## config.mk

```make
export PLATFORM = sky130hd
export DESIGN_NAME = weekly_time_switch
export DESIGN_NICKNAME = d
export VERILOG_FILES = /design/src/design/weekly_switch_pkg.sv /design/src/design/weekly_time_switch.sv
export SDC_FILE = /design/constraint.sdc
export NUM_CORES = 2
export LEC_CHECK = 0
export BUFFER_PORTS_ARGS = -buffer_cell sky130_fd_sc_hd__buf_4
export CORE_MARGIN = 2
export CORE_UTILIZATION = 55
export CTS_CLUSTER_SIZE = 28
export DETAILED_ROUTE_END_ITERATION = 10
export PLACE_DENSITY = 0.71
export SLEW_MARGIN = 20
export SYNTH_ARGS = -nofsm -noshare
export SYNTH_HDL_FRONTEND = slang
export SYNTH_SLANG_ARGS = --single-unit
```

## constraint.sdc

```tcl
create_clock -name ref_clk -period 19.3 [get_ports ref_clk]
set_input_delay 0.965 -clock ref_clk [delete_from_list [all_inputs] [get_ports ref_clk]]
set_output_delay 0.965 -clock ref_clk [all_outputs]
set_load 0.02 [all_outputs]
```

## src/design/weekly_switch_pkg.sv

```systemverilog
// Shared types and constants of the seven-day time switch block.
// Assumes a battery-backed clock that delivers weekday, hour and minute.
package weekly_switch_pkg;

   localparam int NUM_SWITCHES = 4;
   localparam int NUM_CHANNELS = 4;
   localparam int NUM_SLOTS    = NUM_SWITCHES * NUM_CHANNELS;

   localparam int CLK_HZ       = 50_000_000;

   // Minutes in one week; the power-up scan walks back this far
   localparam int WEEK_MINUTES = 7 * 24 * 60;
   localparam int SCAN_CNT_W   = 14;

   localparam logic [2:0] DAY_MON  = 3'h0;
   localparam logic [2:0] DAY_SUN  = 3'h6;
   localparam logic [4:0] HOUR_MAX = 5'h17;
   localparam logic [5:0] MIN_MAX  = 6'h3b;

   // Register byte offsets
   localparam logic [7:0] CHAN_BASE  = 8'h00;
   localparam logic [7:0] CTRL_ADDR  = 8'h40;
   localparam logic [7:0] STAT_ADDR  = 8'h44;
   localparam logic [7:0] TIME_ADDR  = 8'h48;

   // Control register fields
   localparam int CTRL_RUN_BIT  = 0;
   localparam int CTRL_EDIT_BIT = 1;
   localparam logic [1:0] CTRL_RESET = 2'h0;

   // Status register fields
   localparam int STAT_CONTACT_LSB = 0;
   localparam int STAT_SCAN_BIT    = 4;
   localparam int STAT_POWER_BIT   = 5;

   typedef struct packed {
      logic [2:0] day;
      logic [4:0] hour;
      logic [5:0] minute;
   } clock_time_type;

   // One channel setting set, one register word, bit 31 reads zero
   typedef struct packed {
      logic       access;
      logic       offSet;
      logic [5:0] offMin;
      logic [4:0] offHour;
      logic       onSet;
      logic [5:0] onMin;
      logic [4:0] onHour;
      logic [2:0] dayLast;
      logic [2:0] dayFirst;
   } channel_type;

   localparam channel_type CHAN_RESET = 31'h0000_0000;

   typedef enum logic [2:0] {
      ST_DOWN = 3'h1,
      ST_SCAN = 3'h2,
      ST_RUN  = 3'h4
   } mode_type;

endpackage : weekly_switch_pkg

```

## src/design/weekly_time_switch.sv

```systemverilog
// Four seven-day time switches, four channels each, with register port.
// Assumes the clock inputs and supply flag are synchronous to ref_clk.
// Function
// - Every switch has four independent channels A to D, each with settings.
// - A channel holds a weekday range, an on time and an off time or unset.
// - An off time earlier than the on time switches off on the next day.
// - Overlapping channels drive the contact by whichever event comes first.
// - The contact is off without supply and stays off if an off time passed.
// - At power-up the state is recomputed from all settings and the time.
// - On at midnight with off at midnight gives a full 24-hour on period.
// - A switch is only a readable contact with no coil to drive it.
// - Each channel has an access flag that allows or hides its settings.
// - The access flag changes only while the program is being edited.
// - The clock time is shown beside the settings only in run mode.
// - There are four switches, giving thirty-two switching instants.
// - The clock keeps counting on battery while all contacts are held open.
//
// Design decisions made here: the register offsets and the strobed register port.
`timescale 1ns/1ps

module channel_event
   import weekly_switch_pkg::*;
(
   input  channel_type    cfg,
   input  clock_time_type probe,
   output logic           onHit,
   output logic           offHit
);

   logic [2:0] yesterday;
   logic       todayIn;
   logic       yesterdayIn;
   logic       offNextDay;
   logic       onMatch;
   logic       offMatch;

   function automatic logic dayInRange(input logic [2:0] d,
                                       input logic [2:0] first,
                                       input logic [2:0] last);
      logic inRange;
      inRange = 1'b0;
      if (first <= last) begin
         inRange = (d >= first) && (d <= last);
      end else begin
         // Range wraps over the weekend, e.g. Friday to Monday
         inRange = (d >= first) || (d <= last);
      end
      return inRange && (d <= DAY_SUN);
   endfunction : dayInRange

   assign yesterday   = (probe.day == DAY_MON) ? DAY_SUN
                                               : probe.day - 3'h1;
   assign todayIn     = dayInRange(probe.day, cfg.dayFirst,
                                   cfg.dayLast);
   assign yesterdayIn = dayInRange(yesterday, cfg.dayFirst, cfg.dayLast);

   // Equal times also count as next day, so 0:00 to 0:00 lasts 24 hours
   assign offNextDay  = cfg.onSet &&
                        ({cfg.offHour, cfg.offMin} <=
                         {cfg.onHour, cfg.onMin});

   assign onMatch  = (probe.hour == cfg.onHour) &&
                     (probe.minute == cfg.onMin);
   assign offMatch = (probe.hour == cfg.offHour) &&
                     (probe.minute == cfg.offMin);

   assign onHit  = cfg.onSet && onMatch && todayIn;
   assign offHit = cfg.offSet && offMatch &&
                   (offNextDay ? yesterdayIn : todayIn);

endmodule : channel_event

module weekly_time_switch
   import weekly_switch_pkg::*;
#(
   parameter int SCAN_MINUTES = WEEK_MINUTES
)(
   input  wire logic                    ref_clk,
   input  wire logic                    rst_n,
   input  wire logic [7:0]              regAddr,
   input  wire logic [31:0]             writeData,
   input  wire logic                    writeStrobe,
   input  wire logic                    readStrobe,
   output logic [31:0]                  readData,
   input  wire logic                    supplyOk,
   input  clock_time_type               rtcTime,
   output logic [NUM_SWITCHES-1:0]      contact
);

   generate
      if (SCAN_MINUTES < 1 || SCAN_MINUTES >= (1 << SCAN_CNT_W)) begin
         $error("SCAN_MINUTES out of range");
      end
      // Channel words are indexed by four address bits below CTRL_ADDR
      if (NUM_SLOTS != 16) begin
         $error("channel count does not fit the register map");
      end
   endgenerate

   channel_type                  chan_r [NUM_SLOTS];
   logic [1:0]                   ctrl_r;
   mode_type                     mode_r;
   mode_type                     mode_nxt;
   clock_time_type               scanTime_r;
   clock_time_type               scanTime_nxt;
   logic [SCAN_CNT_W-1:0]        scanCount_r;
   logic [NUM_SWITCHES-1:0]      found_r;
   logic [NUM_SWITCHES-1:0]      found_nxt;
   logic [NUM_SWITCHES-1:0]      scanState_r;
   logic [NUM_SWITCHES-1:0]      scanState_nxt;
   logic [NUM_SWITCHES-1:0]      contact_r;
   logic [NUM_SWITCHES-1:0]      contact_nxt;
   logic [31:0]                  readData_r;

   clock_time_type               probe;
   logic [NUM_SLOTS-1:0]         chanOn;
   logic [NUM_SLOTS-1:0]         chanOff;
   logic [NUM_SWITCHES-1:0]      onAny;
   logic [NUM_SWITCHES-1:0]      offAny;
   logic [NUM_SWITCHES-1:0]      liveNext;
   logic [NUM_SWITCHES-1:0]      scanNew;
   logic                         scanLast;
   logic                         runMode;
   logic                         editMode;

   logic                         isChan;
   logic                         isCtrl;
   logic                         isStat;
   logic                         isTime;
   logic [3:0]                   chanIdx;
   channel_type                  chanCur;
   channel_type                  chanIn;
   channel_type                  chanWrData;
   logic                         onValid;
   logic                         offValid;
   logic                         chanWrEn;
   logic                         ctrlWrEn;
   logic [31:0]                  chanRead;
   logic [31:0]                  timeRead;
   logic [31:0]                  statRead;
   logic [31:0]                  readNxt;

   assign runMode  = ctrl_r[CTRL_RUN_BIT];
   assign editMode = ctrl_r[CTRL_EDIT_BIT];

   // Scanning evaluates past minutes; otherwise the live clock is used
   assign probe = (mode_r == ST_SCAN) ? scanTime_r : rtcTime;

   genvar g;
   generate
      for (g = 0; g < NUM_SLOTS; g++) begin : gSlot
         channel_event uEvent (
            .cfg    (chan_r[g]),
            .probe  (probe),
            .onHit  (chanOn[g]),
            .offHit (chanOff[g])
         );
      end
      for (g = 0; g < NUM_SWITCHES; g++) begin : gSwitch
         assign onAny[g]  = |chanOn[g*NUM_CHANNELS +: NUM_CHANNELS];
         assign offAny[g] = |chanOff[g*NUM_CHANNELS +: NUM_CHANNELS];
      end
   endgenerate

   // The earliest event of any channel moves the contact; a switch-on in
   // the same minute as a switch-off wins so chained 24-hour days join
   assign liveNext = onAny | (contact_r & ~offAny);

   // Walking backwards, the first event met per switch is the latest one
   assign scanNew       = ~found_r & (onAny | offAny);
   assign scanState_nxt = (scanState_r & ~scanNew) |
                          (onAny & scanNew);
   assign found_nxt     = found_r | onAny | offAny;
   assign scanLast      = (scanCount_r == 14'h0001);

   always_comb begin
      scanTime_nxt = scanTime_r;
      if (scanTime_r.minute != 6'h00) begin
         scanTime_nxt.minute = scanTime_r.minute - 6'h01;
      end else begin
         scanTime_nxt.minute = MIN_MAX;
         if (scanTime_r.hour != 5'h00) begin
            scanTime_nxt.hour = scanTime_r.hour - 5'h01;
         end else begin
            scanTime_nxt.hour = HOUR_MAX;
            scanTime_nxt.day  = (scanTime_r.day == DAY_MON)
                                ? DAY_SUN : scanTime_r.day - 3'h1;
         end
      end
   end

   always_comb begin
      mode_nxt    = mode_r;
      contact_nxt = '0;
      case (mode_r)
         ST_DOWN: begin
            if (supplyOk) begin
               mode_nxt = ST_SCAN;
            end
         end
         ST_SCAN: begin
            if (!supplyOk) begin
               mode_nxt = ST_DOWN;
            end else if (scanLast) begin
               mode_nxt    = ST_RUN;
               contact_nxt = scanState_nxt;
            end
         end
         ST_RUN: begin
            if (!supplyOk) begin
               mode_nxt = ST_DOWN;
            end else begin
               contact_nxt = liveNext;
            end
         end
         default: begin
            mode_nxt = ST_DOWN;
         end
      endcase
   end

   // The clock runs on outside this block, so losing supply only opens
   // the contacts; nothing here needs to remember the old state
   always_ff @(posedge ref_clk or negedge rst_n) begin
      if (!rst_n) begin
         mode_r    <= ST_DOWN;
         contact_r <= '0;
      end else begin
         mode_r    <= mode_nxt;
         contact_r <= contact_nxt;
      end
   end

   // A minute that ticks over during the short scan is caught afterwards,
   // because the live path re-evaluates the current minute every cycle
   always_ff @(posedge ref_clk or negedge rst_n) begin
      if (!rst_n) begin
         scanTime_r  <= '0;
         scanCount_r <= '0;
         found_r     <= '0;
         scanState_r <= '0;
      end else if (mode_r == ST_SCAN) begin
         scanTime_r  <= scanTime_nxt;
         scanCount_r <= scanCount_r - 14'h0001;
         found_r     <= found_nxt;
         scanState_r <= scanState_nxt;
      end else begin
         scanTime_r  <= rtcTime;
         scanCount_r <= SCAN_CNT_W'(SCAN_MINUTES);
         found_r     <= '0;
         scanState_r <= '0;
      end
   end

   // Register decode
   assign isChan  = (regAddr[7:6] == CHAN_BASE[7:6]) &&
                    (regAddr[1:0] == 2'h0);
   assign isCtrl  = (regAddr == CTRL_ADDR);
   assign isStat  = (regAddr == STAT_ADDR);
   assign isTime  = (regAddr == TIME_ADDR);
   assign chanIdx = regAddr[5:2];
   assign chanCur = chan_r[chanIdx];
   assign chanIn  = writeData[30:0];

   // Out-of-range times are stored as unset
   assign onValid  = (chanIn.onHour <= HOUR_MAX) &&
                     (chanIn.onMin <= MIN_MAX);
   assign offValid = (chanIn.offHour <= HOUR_MAX) &&
                     (chanIn.offMin <= MIN_MAX);

   always_comb begin
      chanWrData        = chanIn;
      chanWrData.onSet  = chanIn.onSet & onValid;
      chanWrData.offSet = chanIn.offSet & offValid;
      if (!editMode) begin
         chanWrData.access = chanCur.access;
      end
   end

   assign chanWrEn = writeStrobe && isChan &&
                     (editMode || chanCur.access);
   assign ctrlWrEn = writeStrobe && isCtrl;

   always_ff @(posedge ref_clk or negedge rst_n) begin
      if (!rst_n) begin
         for (int i = 0; i < NUM_SLOTS; i++) begin
            chan_r[i] <= CHAN_RESET;
         end
      end else if (chanWrEn) begin
         chan_r[chanIdx] <= chanWrData;
      end
   end

   always_ff @(posedge ref_clk or negedge rst_n) begin
      if (!rst_n) begin
         ctrl_r <= CTRL_RESET;
      end else if (ctrlWrEn) begin
         ctrl_r <= writeData[1:0];
      end
   end

   // Read side: hidden channels read as zero outside editing
   assign chanRead = (editMode || chanCur.access)
                     ? {1'b0, chanCur} : 32'h0000_0000;
   assign timeRead = runMode
                     ? {18'h0_0000, rtcTime} : 32'h0000_0000;

   // Status is read-only; the contacts cannot be forced by software
   always_comb begin
      statRead = 32'h0000_0000;
      statRead[STAT_CONTACT_LSB +: NUM_SWITCHES] = contact_r;
      statRead[STAT_SCAN_BIT]  = (mode_r == ST_SCAN);
      statRead[STAT_POWER_BIT] = supplyOk;
   end

   always_comb begin
      if (isChan) begin
         readNxt = chanRead;
      end else if (isCtrl) begin
         readNxt = {30'h0000_0000, ctrl_r};
      end else if (isStat) begin
         readNxt = statRead;
      end else if (isTime) begin
         readNxt = timeRead;
      end else begin
         readNxt = 32'h0000_0000;
      end
   end

   // Clearing between reads keeps a stale word off the bus

   always_ff @(posedge ref_clk or negedge rst_n) begin
      if (!rst_n) begin
         readData_r <= 32'h0000_0000;
      end else if (readStrobe) begin
         readData_r <= readNxt;
      end else begin
         readData_r <= 32'h0000_0000;
      end
   end

   assign readData = readData_r;
   assign contact  = contact_r;

endmodule : weekly_time_switch

```

* Word level (Yosys, flattened, before mapping)
Index checks and enable logic that the tools add are counted.
Storage, ports and cells: register bits after elaboration 573, output and inout bits 36, logic and storage cells 668
Operators by class: add/subtract/negate cells 5, $lt $le $gt $ge 104, equality and inequality tests 76, muxes and demuxes 82, bitwise logic cells 15, reductions and logical operators 232
Operators by type and width (number):
- $bwmux 496 | 1
- $eq 6x6->1 | 32
- $logic_and 1x1->1 | 183
- $le 11x11->1 | 16
- $eq 5x5->1 | 32
- $mux 31 | 5
- $le 3x3->1 | 48
- $bmux 31 s4 | 1
- $demux 31 s4 | 1
- $mux 14 | 7
- $ge 3x3->1 | 32
- $mux 1 | 49
- $logic_or 1x1->1 | 33
- $mux 32 | 1
- $reduce_or 4->1 | 8
- $eq 8x7->1 const B | 3
- $mux 3 | 7
- $mux 4 | 5
- $or 4x4->4 | 5
- $and 4x4->4 | 4
- $eq 14x1->1 const B | 1
- $sub 14x1->14 const B | 1
- $le 6x6->1 const B | 2
- $not 4->4 | 3
- 25 further kinds | 34

* Longest topological paths before layout
depth in word-level cells 19, gate-level depth with buffers 21

* Modules after synthesis
A second synthesis with hierarchy kept.
Unflattened totals: cell total of the unflattened synthesis 3787, area total of the unflattened synthesis 41865.2 um^2
By module, submodules not included:
- weekly_time_switch | instances 1, cells each 1723, area each 26130.1 um^2, sequential area each 14315.0 um^2
- channel_event | instances 16, cells each 129, area each 983.4 um^2, sequential area each 0.0 um^2

* Worst setup path after synthesis
Ideal clock, no wire load.
kind reg-to-reg, start point register mode_r[2], end point register scanState_r[1], setup time 0.095 ns, data arrival time 8.161 ns, required time 19.205 ns, setup slack 11.043 ns, cell stages (with the launch flop) 19, path buffers 6, clock period less this slack 8.257 ns, cell sequence dfrtp_1 > or3b_1 > buf_2 > buf_6 > buf_2 > buf_1 > clkbuf_1 > clkbuf_1 > o21ai_0 > o21ai_0 > ha_1 > nand2b_1 > a21o_1 > a21o_1 > maj3_1 > o21a_1 > a2111oi_2 > o211ai_1 > o31ai_1
On the way: longest elaborated chain between the ends 17
RTL lines:
- from (decl) | RTL line weekly_time_switch.sv:102 | mode_type mode_r;
- from (signal assigned) | RTL line weekly_time_switch.sv:229 | mode_r <= mode_nxt;
- $eq 3x2->1 * | RTL line weekly_time_switch.sv:147, weekly_time_switch.sv:242
- $mux 14 | RTL line weekly_time_switch.sv:147 | assign probe = (mode_r == ST_SCAN) ? scanTime_r : rtcTime;
- $sub 3x1->3 or $logic_not 3->1 (tied branches) | RTL line weekly_time_switch.sv:52, weekly_time_switch.sv:51
- $mux 3 | RTL line weekly_time_switch.sv:51 | assign yesterday = (probe.day == DAY_MON) ? DAY_SUN
- $ge 3x3->1 or $le 3x3->1 (tied branches) | RTL line weekly_time_switch.sv:43, weekly_time_switch.sv:46
- $logic_or 1x1->1 or $logic_and 1x1->1 (tied branches) | RTL line weekly_time_switch.sv:46, weekly_time_switch.sv:43
- $mux 1 | RTL line weekly_time_switch.sv:42 | if (first <= last) begin
- $logic_and 1x1->1 | RTL line weekly_time_switch.sv:48 | return inRange && (d <= DAY_SUN);
- $mux 1 | RTL line weekly_time_switch.sv:69 | (offNextDay ? yesterdayIn : todayIn);
- $logic_and 1x1->1 | RTL line weekly_time_switch.sv:68 | assign offHit = cfg.offSet && offMatch &&
- $reduce_or 4->1 | RTL line weekly_time_switch.sv:161 | assign offAny[g] = |chanOff[g*NUM_CHANNELS +: NUM_CHANNELS];
- $or 4x4->4 | RTL line weekly_time_switch.sv:170 | assign scanNew = ~found_r & (onAny | offAny);
- $and 4x4->4 | RTL line weekly_time_switch.sv:170
- $not 4->4 | RTL line weekly_time_switch.sv:171 | assign scanState_nxt = (scanState_r & ~scanNew) |
- $and 4x4->4 | RTL line weekly_time_switch.sv:171
- $or 4x4->4 | RTL line weekly_time_switch.sv:171
- $mux 4 * | RTL line weekly_time_switch.sv:242 | end else if (mode_r == ST_SCAN) begin
- to (signal assigned) | RTL line weekly_time_switch.sv:246 | scanState_r <= scanState_nxt;
- to (decl) | RTL line weekly_time_switch.sv:109 | logic [NUM_SWITCHES-1:0] scanState_r;
Every way passes the cells marked *; elsewhere a longest branch is shown, timed or not. A chain may end at the register's enable or synchronous reset.

* Worst setup path after layout
start point register mode_r[2], end point register contact_r[1] (netlist: contact[1])
On the way: longest elaborated chain between the ends 19
RTL lines:
- $eq 3x2->1 | RTL line weekly_time_switch.sv:147, weekly_time_switch.sv:195
- $mux 14 | RTL line weekly_time_switch.sv:147
- $sub 3x1->3 or $logic_not 3->1 (tied branches) | RTL line weekly_time_switch.sv:52, weekly_time_switch.sv:51
- $mux 3 | RTL line weekly_time_switch.sv:51
- $ge 3x3->1 or $le 3x3->1 (tied branches) | RTL line weekly_time_switch.sv:43, weekly_time_switch.sv:46
- $logic_or 1x1->1 or $logic_and 1x1->1 (tied branches) | RTL line weekly_time_switch.sv:46, weekly_time_switch.sv:43
- $mux 1 | RTL line weekly_time_switch.sv:42
- $logic_and 1x1->1 | RTL line weekly_time_switch.sv:48
- (+4 left out)
- $and 4x4->4 | RTL line weekly_time_switch.sv:170
- $not 4->4 | RTL line weekly_time_switch.sv:171
- $and 4x4->4 | RTL line weekly_time_switch.sv:171
- $or 4x4->4 | RTL line weekly_time_switch.sv:171
- $mux 4 | RTL line weekly_time_switch.sv:204 | end else if (scanLast) begin
- $mux 4 | RTL line weekly_time_switch.sv:202 | if (!supplyOk) begin
- $pmux 4 s2 * | RTL line weekly_time_switch.sv:195 | case (mode_r)
- net contact_nxt[1] | RTL line weekly_time_switch.sv:112 | logic [NUM_SWITCHES-1:0] contact_nxt;
- to (signal assigned) | RTL line weekly_time_switch.sv:230 | contact_r <= contact_nxt;
- to (decl) | RTL line weekly_time_switch.sv:111 | logic [NUM_SWITCHES-1:0] contact_r;
The timed path passes the listed nets; every way through them passes the cells marked *.

==> results.py <==
metrics = {
    "timing": {
        "fin_worst_skew_ns": 0.03714,
        "setup_tns_ns": 0,
        "period_share_pct": 30.79,
        "setup_viol": 0,
        "slew_violations": 0,
        "hold_violations": 0,
        "rsz0062_at_grt": "no",
        "worst_slew_pin_slew_ns": 1.305,
        "layout_min_cycle_time_ns": 5.943,
        "max_freq_ghz": 0.1683,
        "slew-limit-headroom_pct": 11.12,
    },
    "run": {
        "drv_cap": 0,
    },
    "floorplan": {
        "die_h_um": 284.9,
        "dieArea_um2": 81190,
        "coreArea_um2": 78610,
        "die_w_um": 284.9,
        "row_count": 103,
        "start_util_pct": 55.22,
        "io_pins": 95,
    },
    "clock_network": {
        "post-cts-setup-buffers": 0,
        "cts-htree-levels": 3,
        "postCtsHoldBufs": 0,
        "cts_buffer_depth": 3,
        "clk_pin_slew_worst_paths_ns": 0.06,
        "cts_buffers": 66,
        "cts_sinks": 572,
        "cts_tree": "done",
        "clock_tree.root_cell": "clkbuf_16",
        "cts_resized": 0,
        "clk_latency_ns": 0.65,
    },
    "global_routing": {
        "antenna_found_initial": 24,
        "grt_max_degree": 175,
        "grt_overflow": 0,
        "grt_usage_pct": 42.65,
        "grt_pass1_vias": 35410,
        "grt_pass1_wl_um": 251100,
    },
    "logic_synthesis": {
        "async_flop_share_pct": 100.0,
        "synth_common_cells": "dfrtp_1 (571), mux2_2 (395), ha_1 (390)",
        "yosysSeqAreaShare_pct": 32.98,
        "synth.net_count": 4600,
        "synth_top_cell_by_area": "dfrtp_1",
        "synthTopCellsByArea": "dfrtp_1 (33%), ha_1 (11%), mux2_2 (10%), mux4_2 (8.0%), xnor2_1 (4.4%)",
        "synth_cell_types": 90,
        "ys.flop_type": "dfrtp_1",
        "synth_top_area_share_pct": 32.92,
        "synth_edf_count": 0,
        "avgSynthCellArea_um2": 10.46,
        "synth-seq-cells": 572,
        "ys_warn_count": 0,
        "synth.most_common_cell": "dfrtp_1",
        "syn_area_um2": 43410,
        "synthCells": 4151,
    },
    "pwr": {
        "power_frac_comb_pct": 18.9,
        "p_per_area_nw_per_um2": 66.86,
        "p_switching_mw": 0.9622,
        "p_int_mw": 2.181,
        "power_frac_clock_pct": 42.3,
        "switching_share_pct": 30.62,
        "p_leak_nw": 20.80,
        "p_seq_share_pct": 38.9,
        "ir_drop_uv": 64.50,
    },
    "final_layout": {
        "fin_cells": 5235,
        "drive_gt1_share_pct": 20.62,
        "syn_to_final_growth_pct": 8.284,
        "final_nets": 4569,
        "fill_cells": 6588,
        "stdcell_area_um2": 47000,
    },
    "setup_path": {
        "cp_top_family": "compound AO/OA/AOI/OAI gates",
        "end_kind": "flip-flop",
        "slowest_stage": "a2111oi_2",
        "reg2reg_depth": 16,
        "ff2ff_setup_slack_ns": 13.36,
        "cp_max_fo": 46,
        "path_cells": "or3b_4, nand2_1, and2_1, xnor2_2, buf_4, ha_1, nor2b_1, o21a_1, o21ai_0, maj3_1, o2111ai_1, a2111oi_0, buf_4, a2111oi_2, a2bb2oi_1, nand3b_1",
        "path_buf_inv": 2,
        "timing.rr.start": "mode_r[2]",
        "crit_path_frequent_cell": "buf_4",
        "critPathRequiredTime_ns": 19.87,
        "max_stage_delay_ns": 0.83,
        "crit_type": "flip-flop to flip-flop",
        "worstPathArrival_ns": 6.51,
        "r2r_end": "contact[1]",
        "startpoint_type": "flip-flop",
    },
    "placement": {
        "place_inst": 5102,
        "portBuffers": 92,
        "placed_cell_area_um2": 44700,
        "gp_congestion": 1.091,
        "dp_hpwl_um": 119500,
    },
    "hold_path": {
        "hold_path.class": "input port to async pin",
    },
    "detailed_routing": {
        "first_iter_violations": 5926,
        "via_per_inst": 7.175,
        "remaining_drc_errors": 18,
        "drt_wl_total_um": 174700,
        "via_count": 37560,
        "dr.pass1.iters": 11,
        "routedWlPerCell_um": 33.37,
        "final_antenna_net_count": 0,
    },
    "run_status": {
        "violations": "design-rule violations",
        "status": "complete, but fails checks",
    },
}
-- registers in the layout, summed over array words and instances (netlist names) --
signal / flops
readData: 31
scanTime_r: 14
found_r: 4
scanState_r: 4
mode_r: 3
ctrl_r: 2
chan_r: 496
contact: 4
scanCount_r: 14
-- worst register-to-register path, delay by kind of cell, from the launching register on --
kind,cells,cell delay [ns]
xor+xnor,1,0.68
flops,1,0.70
buf+inv,2,0.71
compound gates,6,1.54
simple gates,5,1.48
fa+ha+maj,2,0.76
-- power by group through the flow --
stage	registers, mW	logic, mW	clock network (mW)
after detailed placement	1.24	0.557	0
after floorplan	1.23	0.335	0
after global placement	1.24	0.545	0
after global routing	1.22	0.615	1.38
after CTS	1.22	0.559	1.33
final	1.22	0.593	1.33
-- kinds of logic (layout without fill, tap and decap cells) --
logic type                 after synthesis  count (layout)  synth area share [%]
other                                    1              15              0.008639
and+or+nand+nor                        818             818                 10.04
xor gates and xnor gates               321             321                 6.477
adders and majority gates              408             408                 11.66
muxes                                  623             623                 20.19
buffers and inverters                  596             616                 6.068
AOI/OAI and AO/OA                      812             812                 12.58
DFF                                    572             572                 32.98
-- area by class of cell --
cell class | count | area (um^2) | share of cell area (%)
well taps | 1050 | 1314 | 2.795
repair buffers | 146 | 1140 | 2.425
clock inverters | 21 | 252.7 | 0.5377
multi-input cells | 2983 | 26620 | 56.64
diodes | 14 | 35.03 | 0.07453
clock buffers | 98 | 2008 | 4.272
flip-flops and latches | 572 | 14320 | 30.45
inverters | 351 | 1318 | 2.803
-- metal layers --
layer | global-route usage (%) | up-vias | wire (um)
met5 | 0.9302 | - | 298
met4 | 28.74 | 34 | 14940
met3 | 19.18 | 920 | 28030
met2 | 57.47 | 2975 | 68340
met1 | 54.58 | 18350 | 63110
li1 | - | 15280 | -
-- cells in the final DEF (no fill, tap or decap), drive strengths merged, types with 23 or more instances in the layout --
master	netlist	routed
o211ai	26	26
nor4	38	38
nor2	130	130
a221oi	28	28
a21oi	179	179
and3	23	23
nand2b	30	30
nor2b	71	71
mux2	452	452
o21ai	186	186
dfrtp	571	571
o22ai	42	42
clkbuf	104	98
ha	390	390
a31oi	28	28
o2111ai	25	25
inv	346	347
xor2	101	101
a21o	44	44
xnor2	220	220
mux4	155	155
nand2	199	199
nand4	79	79
nor3	91	91
o221ai	23	23
a211oi	38	38
buf	141	146
nand3	84	84
-- through the flow --
stage / hold WS (ns) / utilization [%] / power [mW] / setup slack [ns]
after floorplan: 0.4441 / - / 1.569 / 11.04
final: 0.3575 / 59.79 / 3.143 / 13.36
after global placement: 0.4576 / 56.86 / 1.787 / 13.61
after CTS: 0.4269 / 59.74 / 3.107 / 13.54
after detailed placement: 0.4657 / 56.86 / 1.799 / 13.54
after global routing: 0.4211 / 59.75 / 3.215 / 13.17
-- worst max path at each step --
| stage | start | to | slack, ns | cells after the start |
|---|---|---|---|---|
| 6_report | mode_r[2] | contact[1] | 13.36 | 16 |
| 3_3_place_gp | mode_r[2] | scanState_r[1] | 13.61 | 15 |
| 3_5_place_dp | mode_r[2] | scanState_r[1] | 13.54 | 16 |
| 2_1_floorplan | mode_r[2] | scanState_r[1] | 11.04 | 18 |
| 5_1_grt | mode_r[2] | scanState_r[1] | 13.17 | 16 |
| 4_1_cts | mode_r[2] | scanState_r[1] | 13.54 | 16 |
No activity file was read; power rests on OpenSTA's default activity.
